File: src/hw/flash_self_program_defs.vh
// Constants for the flash self-programming control block.
`ifndef FLASH_SELF_PROGRAM_DEFS_VH
`define FLASH_SELF_PROGRAM_DEFS_VH
// ****************************************************************
// Register offsets (byte addresses on APB)
// ****************************************************************
`define SPC_OFF_CTRL 12'h000
`define SPC_OFF_PTR_LO 12'h004
`define SPC_OFF_PTR_HI 12'h008
`define SPC_OFF_MISC 12'h00C
// ****************************************************************
// Control register fields
// ****************************************************************
`define SPC_BIT_IE 7
`define SPC_BIT_BUSY 6
`define SPC_BIT_SIG 5
`define SPC_BIT_REEN 4
`define SPC_BIT_BLB 3
`define SPC_BIT_WR 2
`define SPC_BIT_ERS 1
`define SPC_BIT_EN 0
`define SPC_CTRL_RESET 8'h00
// Permitted low six-bit command patterns.
`define SPC_CMD_SIG 6'h21
`define SPC_CMD_REEN 6'h11
`define SPC_CMD_BLB 6'h09
`define SPC_CMD_WR 6'h05
`define SPC_CMD_ERS 6'h03
`define SPC_CMD_FILL 6'h01
// ****************************************************************
// Timing
// ****************************************************************
`define SPC_STORE_WIN 3'h4
`define SPC_LOAD_WIN 3'h3
`define SPC_OP_CYCLES 16'h0100
// ****************************************************************
// Pointer layout
// ****************************************************************
`define SPC_WORD_BITS 6
`define SPC_WORDS 64
`define SPC_NON_CONCURRENT_AREA_PAGE 9'h100
`define SPC_APB_OK 1'b0
`define SPC_APB_ERR 1'b1
`endif

File: src/hw/flash_self_program_control.v
// Flash self-programming control: command window, page buffer, erase/write sequencing.
//
// The placing of the registers and the APB interface to the registers were decided locally.
`timescale 1ns/1ps
// Function
// R01 - Signature command plus load instruction within three cycles returns a signature byte.
// R02 - Store instruction after signature command does nothing.
// R03 - Erase or write to concurrent area sets busy and blocks its reads.
// R04 - Re-enable command plus store within four cycles clears busy; refused while busy.
// R05 - Re-enable during buffer load aborts the load and discards buffer data.
// R06 - Boot lock command plus store sets lock bits from R0 only.
// R07 - Boot lock command plus load returns lock or fuse bits by pointer bit 0.
// R08 - Page write command plus store writes buffer to pointer page.
// R09 - Page erase command plus store erases pointer page.
// R10 - CPU is halted during erase or write of the non-concurrent area.
// R11 - Non-concurrent area stays readable during concurrent-area programming.
// R12 - Plain enable plus store puts R1:R0 in buffer, pointer bit 0 ignored.
// R13 - Enable clears on store or four-cycle timeout; held during erase or write.
// R14 - Control writes with an unpermitted low pattern have no effect (the code still takes bit 7, interrupt enable, from them).
// R15 - Target address is latched when an operation starts.
// R16 - Load instruction addresses bytes using all pointer bits.
// R17 - Buffer clears after page write, re-enable write and reset.
// R18 - Software writes each buffer word at most once between erasures.
// R19 - Word field selects buffer word; page field selects erase or write page.
// R20 - With interrupt enabled, request stands while enable is clear.
// R21 - Software erases before writing and uses the same page for both.
// R22 - Software loads pointer, writes command, then stores within four cycles.
// R23 - Starting a buffer load clears concurrent busy.
// R24 - Interrupt enable is bit 7 gated by global flag; busy is bit 6, read-only.
// R25 - Window counts from the control write and clears all command bits on expiry.
`include "flash_self_program_defs.vh"

module flash_self_program_control (
    // Clock and reset
    input wire clk_sys_i,
    input wire rst_i,
    // APB slave
    input wire psel_i,
    input wire penable_i,
    input wire pwrite_i,
    input wire [11:0] paddr_i,
    input wire [31:0] pwdata_i,
    output reg [31:0] prdata_o,
    output reg pready_o,
    output reg pslverr_o,
    // CPU instruction strobes and operands
    input wire store_instr_i,
    input wire load_instr_i,
    input wire [7:0] r0_i,
    input wire [7:0] r1_i,
    input wire global_irq_en_i,
    // Special load answer
    output reg load_special_o,
    output reg [7:0] load_data_o,
    // Flash array side
    input wire [7:0] sig_byte_i,
    input wire [7:0] fuse_byte_i,
    output reg [15:0] sig_addr_o,
    output reg [8:0] flash_page_o,
    output reg flash_erase_o,
    output reg flash_write_o,
    output reg [15:0] flash_wdata_o,
    output reg [5:0] flash_widx_o,
    // Status to the core
    output reg cpu_halt_o,
    output reg concurrent_read_block_o,
    output reg irq_o,
    output reg [7:0] lock_bits_o
);

// ****************************************************************
// State
// ****************************************************************
localparam ST_IDLE = 2'b00;
localparam ST_ERASE = 2'b01;
localparam ST_WRITE = 2'b10;

reg [7:0] ctrl_q;
reg [7:0] ptr_lo_q;
reg [7:0] ptr_hi_q;
reg [2:0] win_q;
reg [1:0] state_q;
reg [15:0] op_cnt_q;
reg [8:0] page_q;
reg [5:0] wr_idx_q;
reg [15:0] buf_q [0:`SPC_WORDS-1];
reg [`SPC_WORDS-1:0] buf_valid_q;


// ****************************************************************
// Pointer fields
// ****************************************************************
wire [15:0] ptr = {ptr_hi_q, ptr_lo_q};
wire [5:0] cmd = ctrl_q[5:0];
wire busy_op = (state_q != ST_IDLE);
wire [8:0] ptr_page = ptr[15:7];
wire [5:0] ptr_word = ptr[6:1];

wire bus_wr = psel_i & penable_i & pwrite_i;
wire ctrl_wr = bus_wr & (paddr_i == `SPC_OFF_CTRL);
wire [5:0] wcmd = pwdata_i[5:0];

// ****************************************************************
// Command decode
// ****************************************************************
// Only six patterns are accepted, and never while an erase or write runs.
reg wcmd_known;
always @* begin
    wcmd_known = 1'b0;
    case (wcmd)
        `SPC_CMD_SIG: wcmd_known = 1'b1;
        `SPC_CMD_REEN: wcmd_known = 1'b1;
        `SPC_CMD_BLB: wcmd_known = 1'b1;
        `SPC_CMD_WR: wcmd_known = 1'b1;
        `SPC_CMD_ERS: wcmd_known = 1'b1;
        `SPC_CMD_FILL: wcmd_known = 1'b1;
        default: wcmd_known = 1'b0; // R14
    endcase
end
wire wcmd_ok = ~busy_op & wcmd_known; // R14

// Answer byte for a special load; lock bits sit at the odd pointer, the fuse byte at the even one.
reg [7:0] load_pick;
always @* begin
    load_pick = 8'h00;
    case (cmd)
        `SPC_CMD_SIG: load_pick = sig_byte_i; // R01
        `SPC_CMD_BLB: begin
            if (ptr[0]) begin
                load_pick = lock_bits_o; // R07
            end else begin
                load_pick = fuse_byte_i; // R07
            end
        end
        default: load_pick = 8'h00;
    endcase
end
wire armed = ctrl_q[`SPC_BIT_EN] & ~busy_op;
wire store_go = armed & store_instr_i & (win_q < `SPC_STORE_WIN);
wire load_go = armed & load_instr_i & (win_q < `SPC_LOAD_WIN);

// ****************************************************************
// Command window and sequencer
// ****************************************************************
// A control write owns its cycle, so a running operation pauses its count for it.
// This stretches the operation by one cycle per write, which software cannot see.
always @(posedge clk_sys_i) begin
    if (rst_i) begin
        ctrl_q <= `SPC_CTRL_RESET;
        win_q <= 3'h0;
        state_q <= ST_IDLE;
        op_cnt_q <= 16'h0000;
        page_q <= 9'h000;
        lock_bits_o <= 8'hFF;
        buf_valid_q <= {`SPC_WORDS{1'b0}}; // R17
        flash_erase_o <= 1'b0;
        flash_write_o <= 1'b0;
        load_special_o <= 1'b0;
        load_data_o <= 8'h00;
        sig_addr_o <= 16'h0000;
        wr_idx_q <= 6'h00;
    end else begin
        flash_erase_o <= 1'b0;
        flash_write_o <= 1'b0;
        load_special_o <= 1'b0;
        // The row address follows the pointer every cycle so the row byte has settled when a load arrives.
        sig_addr_o <= ptr; // R16
        if (ctrl_wr) begin
            ctrl_q[`SPC_BIT_IE] <= pwdata_i[`SPC_BIT_IE]; // R24
            if (wcmd_ok) begin
                ctrl_q[5:0] <= wcmd;
                win_q <= 3'h0; // R25
                if (wcmd == `SPC_CMD_REEN) begin
                    buf_valid_q <= {`SPC_WORDS{1'b0}}; // R05 R17
                end
            end
        end else if (busy_op) begin
            if (op_cnt_q == 16'h0000) begin
                state_q <= ST_IDLE;
                ctrl_q[5:0] <= 6'h00; // R13
                if (state_q == ST_WRITE) begin
                    buf_valid_q <= {`SPC_WORDS{1'b0}}; // R17
                end
            end else begin
                op_cnt_q <= op_cnt_q - 16'h0001;
            end
        end else if (load_go && (cmd == `SPC_CMD_SIG || cmd == `SPC_CMD_BLB)) begin
            load_special_o <= 1'b1;
            load_data_o <= load_pick; // R01 R07
            ctrl_q[5:0] <= 6'h00;
        end else if (store_go) begin
            ctrl_q[5:0] <= 6'h00; // R13
            case (cmd)
                `SPC_CMD_ERS: begin
                    page_q <= ptr_page; // R09 R15 R19
                    state_q <= ST_ERASE;
                    op_cnt_q <= `SPC_OP_CYCLES;
                    flash_erase_o <= 1'b1;
                    ctrl_q[5:0] <= cmd; // R13
                end
                `SPC_CMD_WR: begin
                    page_q <= ptr_page; // R08 R15 R19
                    state_q <= ST_WRITE;
                    op_cnt_q <= `SPC_OP_CYCLES;
                    flash_write_o <= 1'b1;
                    ctrl_q[5:0] <= cmd; // R13
                end
                `SPC_CMD_FILL: begin
                    buf_valid_q[ptr_word] <= 1'b1; // R12 R19
                    wr_idx_q <= ptr_word;
                end
                `SPC_CMD_BLB: begin
                    lock_bits_o <= lock_bits_o & r0_i; // R06
                end
                default: begin
                    // Signature and re-enable stores change nothing here.  // R02
                end
            endcase
        end else if (ctrl_q[`SPC_BIT_EN]) begin
            if (win_q == `SPC_STORE_WIN - 3'h1) begin
                ctrl_q[5:0] <= 6'h00; // R13 R25
            end else begin
                win_q <= win_q + 3'h1;
            end
        end
    end
end

// Buffer data kept in its own array; a valid bit marks filled words, and unfilled words read as 16'hFFFF.
always @(posedge clk_sys_i) begin
    if (store_go && cmd == `SPC_CMD_FILL) begin
        buf_q[ptr_word] <= {r1_i, r0_i};
    end
end

// ****************************************************************
// Concurrent-area busy and outputs
// ****************************************************************
reg busy_q;
reg busy_d;
// Set by a start into the shared area; cleared by a re-enable store or by a buffer fill.
always @* begin
    busy_d = busy_q;
    if (store_go) begin
        case (cmd)
            `SPC_CMD_ERS: begin
                if (ptr_page < `SPC_NON_CONCURRENT_AREA_PAGE) begin
                    busy_d = 1'b1; // R03
                end
            end
            `SPC_CMD_WR: begin
                if (ptr_page < `SPC_NON_CONCURRENT_AREA_PAGE) begin
                    busy_d = 1'b1; // R03
                end
            end
            `SPC_CMD_REEN: busy_d = 1'b0; // R04
            `SPC_CMD_FILL: busy_d = 1'b0; // R23
            default: busy_d = busy_q;
        endcase
    end
end

always @(posedge clk_sys_i) begin
    if (rst_i) begin
        busy_q <= 1'b0;
    end else begin
        busy_q <= busy_d;
    end
end

wire page_non_concurrent_area = (page_q >= `SPC_NON_CONCURRENT_AREA_PAGE);
// Halt drops on the last count so the core resumes as the sequencer goes idle.
wire halt_d = busy_op & page_non_concurrent_area & (op_cnt_q != 16'h0000); // R10
// The request is a level: it stands for as long as the enable bit stays clear.
wire irq_d = ctrl_q[`SPC_BIT_IE] & global_irq_en_i & ~ctrl_q[`SPC_BIT_EN]; // R20 R24

always @(posedge clk_sys_i) begin
    if (rst_i) begin
        cpu_halt_o <= 1'b0;
        concurrent_read_block_o <= 1'b0;
        irq_o <= 1'b0;
        flash_page_o <= 9'h000;
        flash_wdata_o <= 16'h0000;
        flash_widx_o <= 6'h00;
    end else begin
        cpu_halt_o <= halt_d; // R10
        concurrent_read_block_o <= busy_q; // R03 R11
        irq_o <= irq_d; // R20 R24
        flash_page_o <= page_q;
        flash_widx_o <= wr_idx_q;
        flash_wdata_o <= buf_valid_q[wr_idx_q] ? buf_q[wr_idx_q] : 16'hFFFF;
    end
end

// ****************************************************************
// APB slave
// ****************************************************************
// Read data is chosen in the setup cycle and registered, so it stands in the access cycle.
reg [31:0] rd_d;
reg rd_err_d;
always @* begin
    rd_d = 32'h00000000;
    rd_err_d = `SPC_APB_OK;
    case (paddr_i)
        `SPC_OFF_CTRL: rd_d = {24'h000000, ctrl_q[7], busy_q, ctrl_q[5:0]}; // R24
        `SPC_OFF_PTR_LO: rd_d = {24'h000000, ptr_lo_q};
        `SPC_OFF_PTR_HI: rd_d = {24'h000000, ptr_hi_q};
        `SPC_OFF_MISC: rd_d = {24'h000000, lock_bits_o};
        default: begin
            rd_d = 32'h00000000;
            rd_err_d = `SPC_APB_ERR;
        end
    endcase
end

always @(posedge clk_sys_i) begin
    if (rst_i) begin
        ptr_lo_q <= 8'h00;
        ptr_hi_q <= 8'h00;
        prdata_o <= 32'h00000000;
        pready_o <= 1'b0;
        pslverr_o <= 1'b0;
    end else begin
        pready_o <= psel_i & ~penable_i;
        pslverr_o <= `SPC_APB_OK;
        if (bus_wr && paddr_i == `SPC_OFF_PTR_LO) begin
            ptr_lo_q <= pwdata_i[7:0];
        end
        if (bus_wr && paddr_i == `SPC_OFF_PTR_HI) begin
            ptr_hi_q <= pwdata_i[7:0];
        end
        if (psel_i && !penable_i) begin
            prdata_o <= rd_d;
            pslverr_o <= rd_err_d;
        end
    end
end

endmodule

File: config.mk
export PLATFORM = sky130hd
export DESIGN_NAME = flash_self_program_control
export DESIGN_NICKNAME = d
export VERILOG_FILES = /design/src/hw/flash_self_program_control.v
export VERILOG_INCLUDE_DIRS = /design/src /design/src/hw
export SDC_FILE = /design/constraint.sdc
export NUM_CORES = 1
export LEC_CHECK = 0
export BUFFER_PORTS_ARGS = -buffer_cell sky130_fd_sc_hd__buf_2
export CAP_MARGIN = 20
export CORE_MARGIN = 3
export CORE_UTILIZATION = 57
export CTS_BUF_LIST = sky130_fd_sc_hd__clkbuf_4 sky130_fd_sc_hd__clkbuf_8 sky130_fd_sc_hd__clkbuf_16
export CTS_CLUSTER_SIZE = 10
export DETAILED_ROUTE_END_ITERATION = 10
export PLACE_DENSITY = 0.74
export SETUP_SLACK_MARGIN = 0.02
export SYNTH_ARGS = -nofsm -noshare
export SYNTH_HDL_FRONTEND = slang
export SYNTH_SLANG_ARGS = --single-unit
export TNS_END_PERCENT = 100
File: constraint.sdc
create_clock -name clk_sys_i -period 3.6 [get_ports clk_sys_i]
set_clock_uncertainty 0.1 [all_clocks]
set_input_delay 0.9 -clock clk_sys_i [delete_from_list [all_inputs] [get_ports clk_sys_i]]
set_output_delay 0.9 -clock clk_sys_i [all_outputs]
set_load 0.03 [all_outputs]
==> Word-level counts from Yosys, hierarchy flattened <==
Memories as Yosys holds them, arrays and structs flattened. A register that Yosys moved wholly into a read port is not among the register bits.
Cells that the tools add are included.
{ "classes": {"add_sub_neg": 2, "magnitude_cmp": 7, "n_eq_ne": 31, "muxes": 54, "n_bitwise": 23, "n_reduce_logical": 39} }
{ "ops": {"columns": ["operator", "count"], "rows": [
  ["2-to-1 mux 64 bit", 9],
  ["2-to-1 mux 16 bit", 6],
  ["2-to-1 mux 6 bit", 11],
  ["bitwise OR 64 bit", 1],
  ["case mux 8 bit (4 select lines)", 1],
  ["AND reduction 5 bit", 6],
  ["== test 12 x 4 -> 1 bit (second input constant)", 2],
  ["2-to-1 mux 3 bit", 7],
  ["logical NOT 16 bit", 1],
  ["case mux 8 bit (2 select lines)", 1],
  ["nonzero test 16 bit", 1],
  ["subtractor 16 x 1 -> 16 bit (second input constant)", 1],
  ["bitwise AND 1 bit", 14],
  ["< comparator 6 x 7 -> 1 bit (second input constant)", 2],
  ["== test 12 x 3 -> 1 bit (second input constant)", 1],
  ["== test 6 x 1 -> 1 bit (second input constant)", 2],
  ["== test 6 x 2 -> 1 bit (second input constant)", 2],
  ["== test 6 x 3 -> 1 bit (second input constant)", 2],
  ["== test 6 x 4 -> 1 bit (second input constant)", 2],
  ["== test 6 x 5 -> 1 bit (second input constant)", 2],
  ["== test 6 bit (second input constant)", 2],
  ["logical NOT 12 bit", 1],
  ["2-to-1 mux 1 bit", 10],
  ["inequality test 2 x 1 -> 1 bit (second input constant)", 5],
  ["other kinds (34)", 64]
]} }
{ "totals": {"ff_bits": 227, "ramBits": 1024, "wordCells": 184, "memories": 1} }
{ "mem_list": {"columns": ["memory", "depth", "word_bits", "rd", "rd_clocked_by_memory_dff", "write_ports", "line", "rtl"], "rows": [
  ["buf_q", 64, 16, 1, 1, 1, "flash_self_program_control.v:86", "reg [15:0] buf_q [0:`SPC_WORDS-1];"]
]} }

==> Longest topological paths before layout <==
Gate-level depths: netlist (run 1).
{ "depth": {"depth_word": 10, "ltp_mapped": 10, "ltp_nobuf": 7} }

==> Worst setup path after synthesis (run 1) <==
OpenSTA, ideal clock, no wires.
{ "synth_path": {"kind": "input to register", "start": "input store_instr_i", "end": "memory buf_q[63][0], enable pin", "setup_time_ns": 0.389, "arrival_ns": 2.509, "setup_slack_ns": 0.602, "cell_stages": 6, "path_buffers": 1, "path_cell_list": "and3_1 clkbuf_1 nand3_1 nor2_1 nand3_1 nor2_1"} }
{ "synth_via": {"elab_chain_cells": 5} }
{ "synth_lines": {"columns": ["item", "line", "rtl"], "rows": [
  ["start: declaration", "flash_self_program_control.v:47", "input wire store_instr_i,"],
  ["bitwise AND 1 bit (2 in a row)", "flash_self_program_control.v:139", "wire store_go = armed & store_instr_i & (win_q < `SPC_STORE_WIN);"],
  ["logical AND 1 bit (no source line)", null, null],
  ["2-to-1 mux 1 bit", "flash_self_program_control.v:231", "if (store_go && cmd == `SPC_CMD_FILL) begin"],
  ["2-to-1 mux 1 bit (not written as such)", "flash_self_program_control.v:232", "buf_q[ptr_word] <= {r1_i, r0_i};"],
  ["end: declaration", "flash_self_program_control.v:86", null]
]} }
Every way passes these cells.

==> Worst setup path in the final report (run 1) <==
{ "layout_path": {"start": "register ctrl_q[0]", "end": "memory buf_q[33][0], enable pin"} }
{ "layout_via": {"elab_chain_cells": 6} }
{ "layout_lines": {"columns": ["item", "line", "rtl"], "rows": [
  ["start: declaration", "flash_self_program_control.v:78", "reg [7:0] ctrl_q;"],
  ["start signal: assignment", "flash_self_program_control.v:149", "ctrl_q <= `SPC_CTRL_RESET;"],
  ["start signal: indexed assignment", "flash_self_program_control.v:169", "ctrl_q[`SPC_BIT_IE] <= pwdata_i[`SPC_BIT_IE];"],
  ["start signal: assignment", "flash_self_program_control.v:171", "ctrl_q[5:0] <= wcmd;"],
  ["bitwise AND 1 bit", "flash_self_program_control.v:138", "wire armed = ctrl_q[`SPC_BIT_EN] & ~busy_op;"],
  ["bitwise AND 1 bit (2 in a row)", "flash_self_program_control.v:139", null],
  ["logical AND 1 bit (no source line) *", null, null],
  ["2-to-1 mux 1 bit *", "flash_self_program_control.v:231", null],
  ["2-to-1 mux 1 bit (not written as such) *", "flash_self_program_control.v:232", null]
]} }
Every way passes the cells marked *; elsewhere a longest branch is shown, timed or not.

==> run_summary.xml, run 1 <==
<?xml version="1.0" encoding="UTF-8"?>
<metrics>
  <group name="worst_setup_path">
    <metric name="cp-end-kind" unit="">flop</metric>
    <metric name="type_of_the_worst_setup_path" unit="">flop to flop</metric>
    <metric name="startpoint_type" unit="">flop</metric>
    <metric name="critical_path_peak_fanout" unit="">16</metric>
    <metric name="timing.critical_path.arrival" unit="ns">3.48</metric>
    <metric name="critical_path_required" unit="ns">3.89</metric>
  </group>
  <group name="placed_design">
    <metric name="place_hpwl" unit="mm">69.73</metric>
    <metric name="io_buffer_count" unit="">138</metric>
    <metric name="place_congestion" unit="">0.8809</metric>
  </group>
  <group name="synth">
    <metric name="seq_area_frac_synth" unit="%">72.91</metric>
    <metric name="syn-mean-instance-area" unit="um^2">17.61</metric>
    <metric name="yosys.area.top_type" unit="">sky130_fd_sc_hd__edfxtp_1</metric>
    <metric name="synthArstFlopShare" unit="%">0</metric>
    <metric name="postSynth.topFlopCell" unit="">sky130_fd_sc_hd__edfxtp_1</metric>
    <metric name="synthDistinctLibCells" unit="">66</metric>
    <metric name="synth.top_cells.by_area" unit="">sky130_fd_sc_hd__edfxtp_1, sky130_fd_sc_hd__mux4_2, sky130_fd_sc_hd__dfxtp_1</metric>
    <metric name="synthDominantCellAreaShare" unit="%">64.18</metric>
    <metric name="mappedNetlistArea" unit="um^2">47910</metric>
    <metric name="ys.warnings.count" unit="">0</metric>
    <metric name="post_synthesis_register_bit_count" unit="">1233</metric>
    <metric name="syn-instance-count" unit="">2721</metric>
    <metric name="synth-edff-count" unit="">1024</metric>
  </group>
  <group name="power_and_ir_drop">
    <metric name="power.switching_fraction" unit="%">19.58</metric>
    <metric name="power_frac_clock" unit="%">44.7</metric>
    <metric name="internal_pwr_total" unit="uW">23100</metric>
    <metric name="power.density_cell_area" unit="nW/um^2">525.1</metric>
    <metric name="power.total" unit="uW">28730</metric>
    <metric name="psw" unit="uW">5625</metric>
    <metric name="power.share.combinational" unit="%">1.6</metric>
    <metric name="share_seq_of_total_power" unit="%">53.8</metric>
    <metric name="static-leakage-power" unit="uW">0.01751</metric>
    <metric name="power.ir.vdd_worst" unit="mV">0.4635</metric>
  </group>
  <group name="die">
    <metric name="floorplan_die_area" unit="um^2">87570</metric>
    <metric name="rows" unit="">105</metric>
    <metric name="die_y" unit="um">295.9</metric>
    <metric name="initial_utilization" unit="%">57.98</metric>
    <metric name="top_level_ports" unit="">187</metric>
    <metric name="dieWidth" unit="um">295.9</metric>
    <metric name="core" unit="um^2">82640</metric>
  </group>
  <group name="clock_tree">
    <metric name="post_cts.repair.setup_buffers" unit="">0</metric>
    <metric name="clock_tree.buffer_depth" unit="">3</metric>
    <metric name="ctsHoldBuffers" unit="">0</metric>
    <metric name="clock_insertion_delay_worst_skew" unit="ns">0.72</metric>
    <metric name="cts_root_buf" unit="">sky130_fd_sc_hd__clkbuf_16</metric>
    <metric name="tritoncts" unit="">yes</metric>
    <metric name="clock_sink_count" unit="">1233</metric>
    <metric name="cts_made_buffers" unit="">141</metric>
    <metric name="cts.htree.levels" unit="">4</metric>
    <metric name="post_cts_clock_slew_at_the_launch_and_capture_registers_of_the_worst_setup_and_hold_paths" unit="ns">0.05</metric>
    <metric name="postCtsResizedCells" unit="">0</metric>
  </group>
  <group name="drt">
    <metric name="dr_total_vias" unit="">26520</metric>
    <metric name="wl_per_cell" unit="um">27.94</metric>
    <metric name="drc" unit="">0</metric>
    <metric name="drtPass1Iterations" unit="">6</metric>
    <metric name="ant_nets" unit="">0</metric>
    <metric name="route.detailed.vias_per_inst" unit="">6.478</metric>
    <metric name="finalWirelength" unit="mm">114.4</metric>
    <metric name="drt_iter0_markers" unit="">3199</metric>
  </group>
  <group name="timing">
    <metric name="unrepaired_setup_endpoints_after_global_routing" unit="">false</metric>
    <metric name="fin_setup_tns" unit="ns">0</metric>
    <metric name="final_hold_viol_count" unit="">0</metric>
    <metric name="maxSlewViolCount" unit="">0</metric>
    <metric name="worst_margin_slew" unit="ns">1.139</metric>
    <metric name="max_freq" unit="GHz">0.3131</metric>
    <metric name="period_share" unit="%">88.70</metric>
    <metric name="period_minus_slack" unit="ns">3.193</metric>
    <metric name="slew_headroom" unit="%">23.72</metric>
    <metric name="setup_failing_eps_final" unit="">0</metric>
  </group>
  <group name="finish">
    <metric name="commonest_cells_after_routing_fill_and_taps_aside" unit="">sky130_fd_sc_hd__edfxtp_1, sky130_fd_sc_hd__mux2i_1, sky130_fd_sc_hd__mux4_2</metric>
    <metric name="most_frequent_standard_cell_in_the_layout_excluding_fill_and_tap_cells" unit="">sky130_fd_sc_hd__edfxtp_1</metric>
    <metric name="layout-area-overhead-vs-synth" unit="%">14.18</metric>
    <metric name="post_route_cells_drive_above_1_share" unit="%">24.06</metric>
    <metric name="n_fill_cell" unit="">5280</metric>
    <metric name="num-nets-final" unit="">3057</metric>
  </group>
  <group name="global_routing">
    <metric name="aggregate_global_route_resource_usage" unit="%">26.51</metric>
    <metric name="grt_max_degree" unit="">109</metric>
    <metric name="first_pass_grt_wire_length" unit="mm">170.7</metric>
    <metric name="via_count_of_the_first_global_routing_pass" unit="">27020</metric>
    <metric name="grt_antenna_before_repair" unit="">3</metric>
    <metric name="globalRouteOverflowTotal" unit="">0</metric>
  </group>
  <group name="job">
    <metric name="timing.max_cap.violations" unit="">0</metric>
  </group>
  <group name="outcome">
    <metric name="outcome" unit="">finished clean</metric>
  </group>
  <group name="worst_hold_path">
    <metric name="min-delay-path-class" unit="">input pin to flop</metric>
  </group>
</metrics>
==> stage by stage <==
stage | instances | hold WS, ns | cell area, um^2 | setup WS (ns) | util, %
after global routing | 4092 | 0.3110 | 54710 | 0.1928 | 66.20
final | 4093 | 0.3436 | 54710 | 0.4066 | 66.21
after CTS | 4086 | 0.2924 | 54570 | 0.4378 | 66.04
after global placement | 3890 | 0.3410 | 50490 | 0.3257 | 61.10
after detailed placement | 3890 | 0.3492 | 50490 | 0.2743 | 61.10
after floorplan | 2744 | 0.3315 | 48000 | 0.6020 | -
==> power by group through the flow <==
stage | clock (uW) | sequential, uW | combinational [uW]
global route | 13600 | 15400 | 475
floorplan | 0 | 15800 | 124
detailed placement | 0 | 15700 | 423
CTS | 13000 | 15500 | 423
global placement | 0 | 15700 | 397
finish | 12800 | 15400 | 447
==> final timing paths <==
kind         slack (ns)            to  depth (start not counted)         from
min reg2reg        0.36   prdata_o[6]                          2  prdata_o[6]
max                0.41  buf_q[33][0]                          7    ctrl_q[0]
max reg2reg        0.41  buf_q[33][0]                          7    ctrl_q[0]
min                0.34   ptr_hi_q[6]                          3  pwdata_i[6]
==> synthesized netlist by cell type (6+ instances only) <==
| library cell | count |
|---|---|
| sky130_fd_sc_hd__a21oi_1 | 46 |
| sky130_fd_sc_hd__a221oi_1 | 32 |
| sky130_fd_sc_hd__a22oi_1 | 86 |
| sky130_fd_sc_hd__a31oi_1 | 99 |
| sky130_fd_sc_hd__and2_1 | 10 |
| sky130_fd_sc_hd__buf_1 | 28 |
| sky130_fd_sc_hd__buf_2 | 53 |
| sky130_fd_sc_hd__buf_4 | 26 |
| sky130_fd_sc_hd__buf_6 | 7 |
| sky130_fd_sc_hd__clkbuf_1 | 85 |
| sky130_fd_sc_hd__dfxtp_1 | 209 |
| sky130_fd_sc_hd__edfxtp_1 | 1024 |
| sky130_fd_sc_hd__inv_1 | 9 |
| sky130_fd_sc_hd__mux2i_1 | 228 |
| sky130_fd_sc_hd__mux4_2 | 220 |
| sky130_fd_sc_hd__nand2_1 | 88 |
| sky130_fd_sc_hd__nand2b_1 | 15 |
| sky130_fd_sc_hd__nand3_1 | 21 |
| sky130_fd_sc_hd__nand3b_1 | 6 |
| sky130_fd_sc_hd__nor2_1 | 209 |
| sky130_fd_sc_hd__nor2b_1 | 39 |
| sky130_fd_sc_hd__nor3_1 | 13 |
| sky130_fd_sc_hd__o2111ai_1 | 9 |
| sky130_fd_sc_hd__o21ai_0 | 65 |
| sky130_fd_sc_hd__o31ai_1 | 7 |
| sky130_fd_sc_hd__xor2_1 | 11 |
==> kinds of logic (layout without fill, tap and decap cells) <==
logic type | count (synthesis) | count (layout) | share of synthesized area (%)
and+or+nand+nor | 445 | 445 | 4.408
DFF | 1233 | 1233 | 72.91
other | 1 | 25 | 0.007826
muxes | 448 | 448 | 15.10
buffers and inverters | 209 | 487 | 2.092
xor gates and xnor gates | 13 | 13 | 0.2376
adders and majority gates | 5 | 5 | 0.1253
AOI/OAI and AO/OA | 367 | 367 | 5.118
==> worst max-delay path, cell delays in order, from the launching register on <==
cell,delay (ns)
sky130_fd_sc_hd__dfxtp_1,0.56
sky130_fd_sc_hd__nand2b_1,0.13
sky130_fd_sc_hd__nor3_1,0.44
sky130_fd_sc_hd__nand3_1,0.22
sky130_fd_sc_hd__nor2_1,0.39
sky130_fd_sc_hd__nand2_1,0.43
sky130_fd_sc_hd__nor2_1,0.23
sky130_fd_sc_hd__buf_4,0.33
==> area by class of cell <==
type                            count  area (um^2)  share of cell area, %
Inverter                            9        33.78                0.06175
Multi-Input combinational cell   1302        12090                  22.11
Timing Repair Buffer              282         2215                  4.048
Sequential cell                  1233        34950                  63.87
Antenna cell                        1        2.502               0.004574
Clock buffer                      184         3916                  7.158
Clock inverter                     12        165.2                 0.3019
Tap cell                         1070         1339                  2.447
==> registers in the layout, summed over array words and instances, names as in the netlist, 9 cells and up, named ones only <==
signal / cells
buf_valid_q: 64
page_q: 9
op_cnt_q: 16
buf_q: 1024
flash_page_o: 9
flash_wdata_o: 16
sig_addr_o: 16
==> per-layer routing <==
layer | wire [um] | GRT usage (%) | vias up
li1 | - | - | 11260
met1 | 44420 | 36.77 | 13470
met2 | 55950 | 42.66 | 1563
met3 | 10630 | 5.489 | 223
met4 | 3357 | 8.930 | 0
met5 | 0 | 0 | -
No activity file was read; power rests on OpenSTA's default activity.
==> inputs of run 2 (changes only) <==
RECOVER_POWER = 100   (was not set)
==> run_summary.xml, run 2 (synthesis results as in run 1) <==
<?xml version="1.0" encoding="UTF-8"?>
<metrics>
  <group name="worst_setup_path">
    <metric name="startpoint_type" unit="">flop</metric>
    <metric name="worstPathCellList" unit="">nand2b_1 &gt; nor3_1 &gt; nand3_1 &gt; nor2_1 &gt; nand3_1 &gt; clkbuf_2 &gt; nor2_1 &gt; clkbuf_2</metric>
    <metric name="timing.critical_path.max_delay_family" unit="">simple AND/OR/NAND/NOR gates</metric>
    <metric name="timing.critical_path.arrival" unit="ns">3.57</metric>
    <metric name="critPathBufInv" unit="">2</metric>
    <metric name="type_of_the_worst_setup_path" unit="">flop to flop</metric>
    <metric name="timing.reg2reg.worst_path_depth" unit="">8</metric>
    <metric name="path_depth" unit="">8</metric>
    <metric name="critical_path.slowest_cell" unit="">sky130_fd_sc_hd__dfxtp_1</metric>
    <metric name="worst_path_largest_cell_delay" unit="ns">0.57</metric>
    <metric name="critical_path_peak_fanout" unit="">16</metric>
    <metric name="cp-end-kind" unit="">flop</metric>
    <metric name="critical_path_required" unit="ns">3.85</metric>
  </group>
  <group name="drt">
    <metric name="drc" unit="">0</metric>
    <metric name="finalWirelength" unit="mm">114.1</metric>
    <metric name="wl_per_cell" unit="um">27.89</metric>
    <metric name="route.detailed.vias_per_inst" unit="">6.466</metric>
    <metric name="drt_iter0_markers" unit="">3028</metric>
    <metric name="dr_total_vias" unit="">26460</metric>
    <metric name="drtPass1Iterations" unit="">6</metric>
    <metric name="ant_nets" unit="">0</metric>
  </group>
  <group name="clock_tree">
    <metric name="ctsHoldBuffers" unit="">0</metric>
    <metric name="post_cts_clock_slew_at_the_launch_and_capture_registers_of_the_worst_setup_and_hold_paths" unit="ns">0.05</metric>
    <metric name="clock_sink_count" unit="">1233</metric>
    <metric name="cts_root_buf" unit="">sky130_fd_sc_hd__clkbuf_16</metric>
    <metric name="clock_insertion_delay_worst_skew" unit="ns">0.72</metric>
    <metric name="clock_tree.buffer_depth" unit="">3</metric>
    <metric name="cts_made_buffers" unit="">141</metric>
    <metric name="post_cts.repair.setup_buffers" unit="">0</metric>
    <metric name="postCtsResizedCells" unit="">0</metric>
    <metric name="cts.htree.levels" unit="">4</metric>
    <metric name="tritoncts" unit="">yes</metric>
  </group>
  <group name="outcome">
    <metric name="failed_checks" unit="">capacitance limit, slew limit</metric>
    <metric name="outcome" unit="">complete, but fails checks</metric>
  </group>
  <group name="global_routing">
    <metric name="first_pass_grt_wire_length" unit="mm">170.7</metric>
    <metric name="globalRouteOverflowTotal" unit="">0</metric>
    <metric name="global_route.peak_usage_layer" unit="">met2</metric>
    <metric name="grt_antenna_before_repair" unit="">4</metric>
    <metric name="grt_use_met3" unit="%">5.489</metric>
    <metric name="grt_max_degree" unit="">109</metric>
    <metric name="aggregate_global_route_resource_usage" unit="%">26.51</metric>
    <metric name="global_route.usage.met1" unit="%">36.77</metric>
    <metric name="via_count_of_the_first_global_routing_pass" unit="">27020</metric>
    <metric name="use_met2" unit="%">42.66</metric>
  </group>
  <group name="timing">
    <metric name="slew_headroom" unit="%">-59.76</metric>
    <metric name="fin_setup_tns" unit="ns">0</metric>
    <metric name="final_hold_viol_count" unit="">0</metric>
    <metric name="hold_ws" unit="ns">0.3454</metric>
    <metric name="worst_margin_slew" unit="ns">2.396</metric>
    <metric name="unrepaired_setup_endpoints_after_global_routing" unit="">false</metric>
    <metric name="maxSlewViolCount" unit="">733</metric>
    <metric name="period_share" unit="%">92.42</metric>
    <metric name="max_freq" unit="GHz">0.3006</metric>
    <metric name="setup_failing_eps_final" unit="">0</metric>
    <metric name="period_minus_slack" unit="ns">3.327</metric>
  </group>
  <group name="power_and_ir_drop">
    <metric name="static-leakage-power" unit="uW">0.01699</metric>
    <metric name="power.density_cell_area" unit="nW/um^2">529.9</metric>
    <metric name="power.ir.vdd_worst" unit="mV">0.4618</metric>
  </group>
  <group name="finish">
    <metric name="n_fill_cell" unit="">5408</metric>
    <metric name="max_flop_register" unit="">buf_q</metric>
    <metric name="layout-area-overhead-vs-synth" unit="%">13.04</metric>
    <metric name="num-nets-final" unit="">3057</metric>
    <metric name="final_util" unit="%">65.54</metric>
    <metric name="most_frequent_standard_cell_in_the_layout_excluding_fill_and_tap_cells" unit="">sky130_fd_sc_hd__edfxtp_1</metric>
    <metric name="commonest_cells_after_routing_fill_and_taps_aside" unit="">sky130_fd_sc_hd__edfxtp_1, sky130_fd_sc_hd__mux2i_1, sky130_fd_sc_hd__mux4_2</metric>
    <metric name="largest_register_ff_count" unit="">1024</metric>
    <metric name="post-route-cell-area" unit="um^2">54160</metric>
    <metric name="post_route_cells_drive_above_1_share" unit="%">20.05</metric>
    <metric name="largest_registers" unit="">buf_q x1024, buf_valid_q x64</metric>
  </group>
  <group name="placed_design">
    <metric name="place_hpwl" unit="mm">69.73</metric>
    <metric name="postPlaceCellArea" unit="um^2">50490</metric>
    <metric name="place_congestion" unit="">0.8809</metric>
    <metric name="io_buffer_count" unit="">138</metric>
  </group>
  <group name="die">
    <metric name="top_level_ports" unit="">187</metric>
    <metric name="die_y" unit="um">295.9</metric>
    <metric name="core" unit="um^2">82640</metric>
    <metric name="floorplan_die_area" unit="um^2">87570</metric>
    <metric name="initial_utilization" unit="%">57.98</metric>
    <metric name="rows" unit="">105</metric>
    <metric name="dieWidth" unit="um">295.9</metric>
  </group>
  <group name="job">
    <metric name="timing.max_cap.violations" unit="">17</metric>
  </group>
  <group name="worst_hold_path">
    <metric name="timing.hold.worst_path_depth" unit="">3</metric>
    <metric name="min-delay-path-class" unit="">input pin to flop</metric>
  </group>
</metrics>
-- run 2: path summary, 6_finish.rpt --
check	from	endpoint	slack [ns]
hold / removal	pwdata_i[6]	ptr_hi_q[6]	0.35
setup reg to reg	ctrl_q[0]	buf_q[51][15]	0.27
hold reg to reg	prdata_o[6]	prdata_o[6]	0.36
setup / recovery	ctrl_q[0]	buf_q[51][15]	0.27
-- run 2: power by group --
group / total [uW] / switching (uW) / internal (uW) / leakage [uW]
Combinational: 411 / 353 / 58.1 / 0.00406
Sequential: 15500 / 2.75 / 15500 / 0.0109
Clock: 12800 / 5260 / 7570 / 0.00204
Total: 28700 / 5610 / 23100 / 0.0170
-- run 2: cell type report --
| type | instances | area [um^2] | area share, % |
|---|---|---|---|
| sequential | 1233 | 34940 | 64.52 |
| timing repair buffer | 282 | 1698 | 3.135 |
| clock buffer | 184 | 3916 | 7.230 |
| multi-input combinational | 1302 | 12070 | 22.28 |
| clock inverter | 12 | 165.2 | 0.3049 |
| tap | 1070 | 1339 | 2.472 |
| inverter | 9 | 33.78 | 0.06237 |
| antenna | 1 | 2.502 | 0.004620 |
-- run 2: metrics by stage --
| step | power, uW | worst slack, ns | instances |
|---|---|---|---|
| floorplan | 15890 | 0.6020 | 2744 |
| global placement | 16140 | 0.3257 | 3890 |
| detailed placement | 16170 | 0.2743 | 3890 |
| CTS | 28860 | 0.4378 | 4086 |
| global route | 29490 | 0.09893 | 4092 |
| finish | 28700 | 0.2730 | 4093 |
-- run 2: worst min-delay path, delay by kind of cell --
family,cells,cell delay (ns)
multiplexers,1,0.06
buffers and inverters,1,0.09
AND/OR/NAND/NOR,1,0.07
-- run 2: routing by layer --
| layer | wire [um] | vias up | share of wire, % |
|---|---|---|---|
| li1 | - | 11270 | - |
| met1 | 44630 | 13480 | 39 |
| met2 | 55760 | 1484 | 49 |
| met3 | 10420 | 231 | 9.1 |
| met4 | 3338 | 0 | 2.9 |
| met5 | 0 | - | 0 |
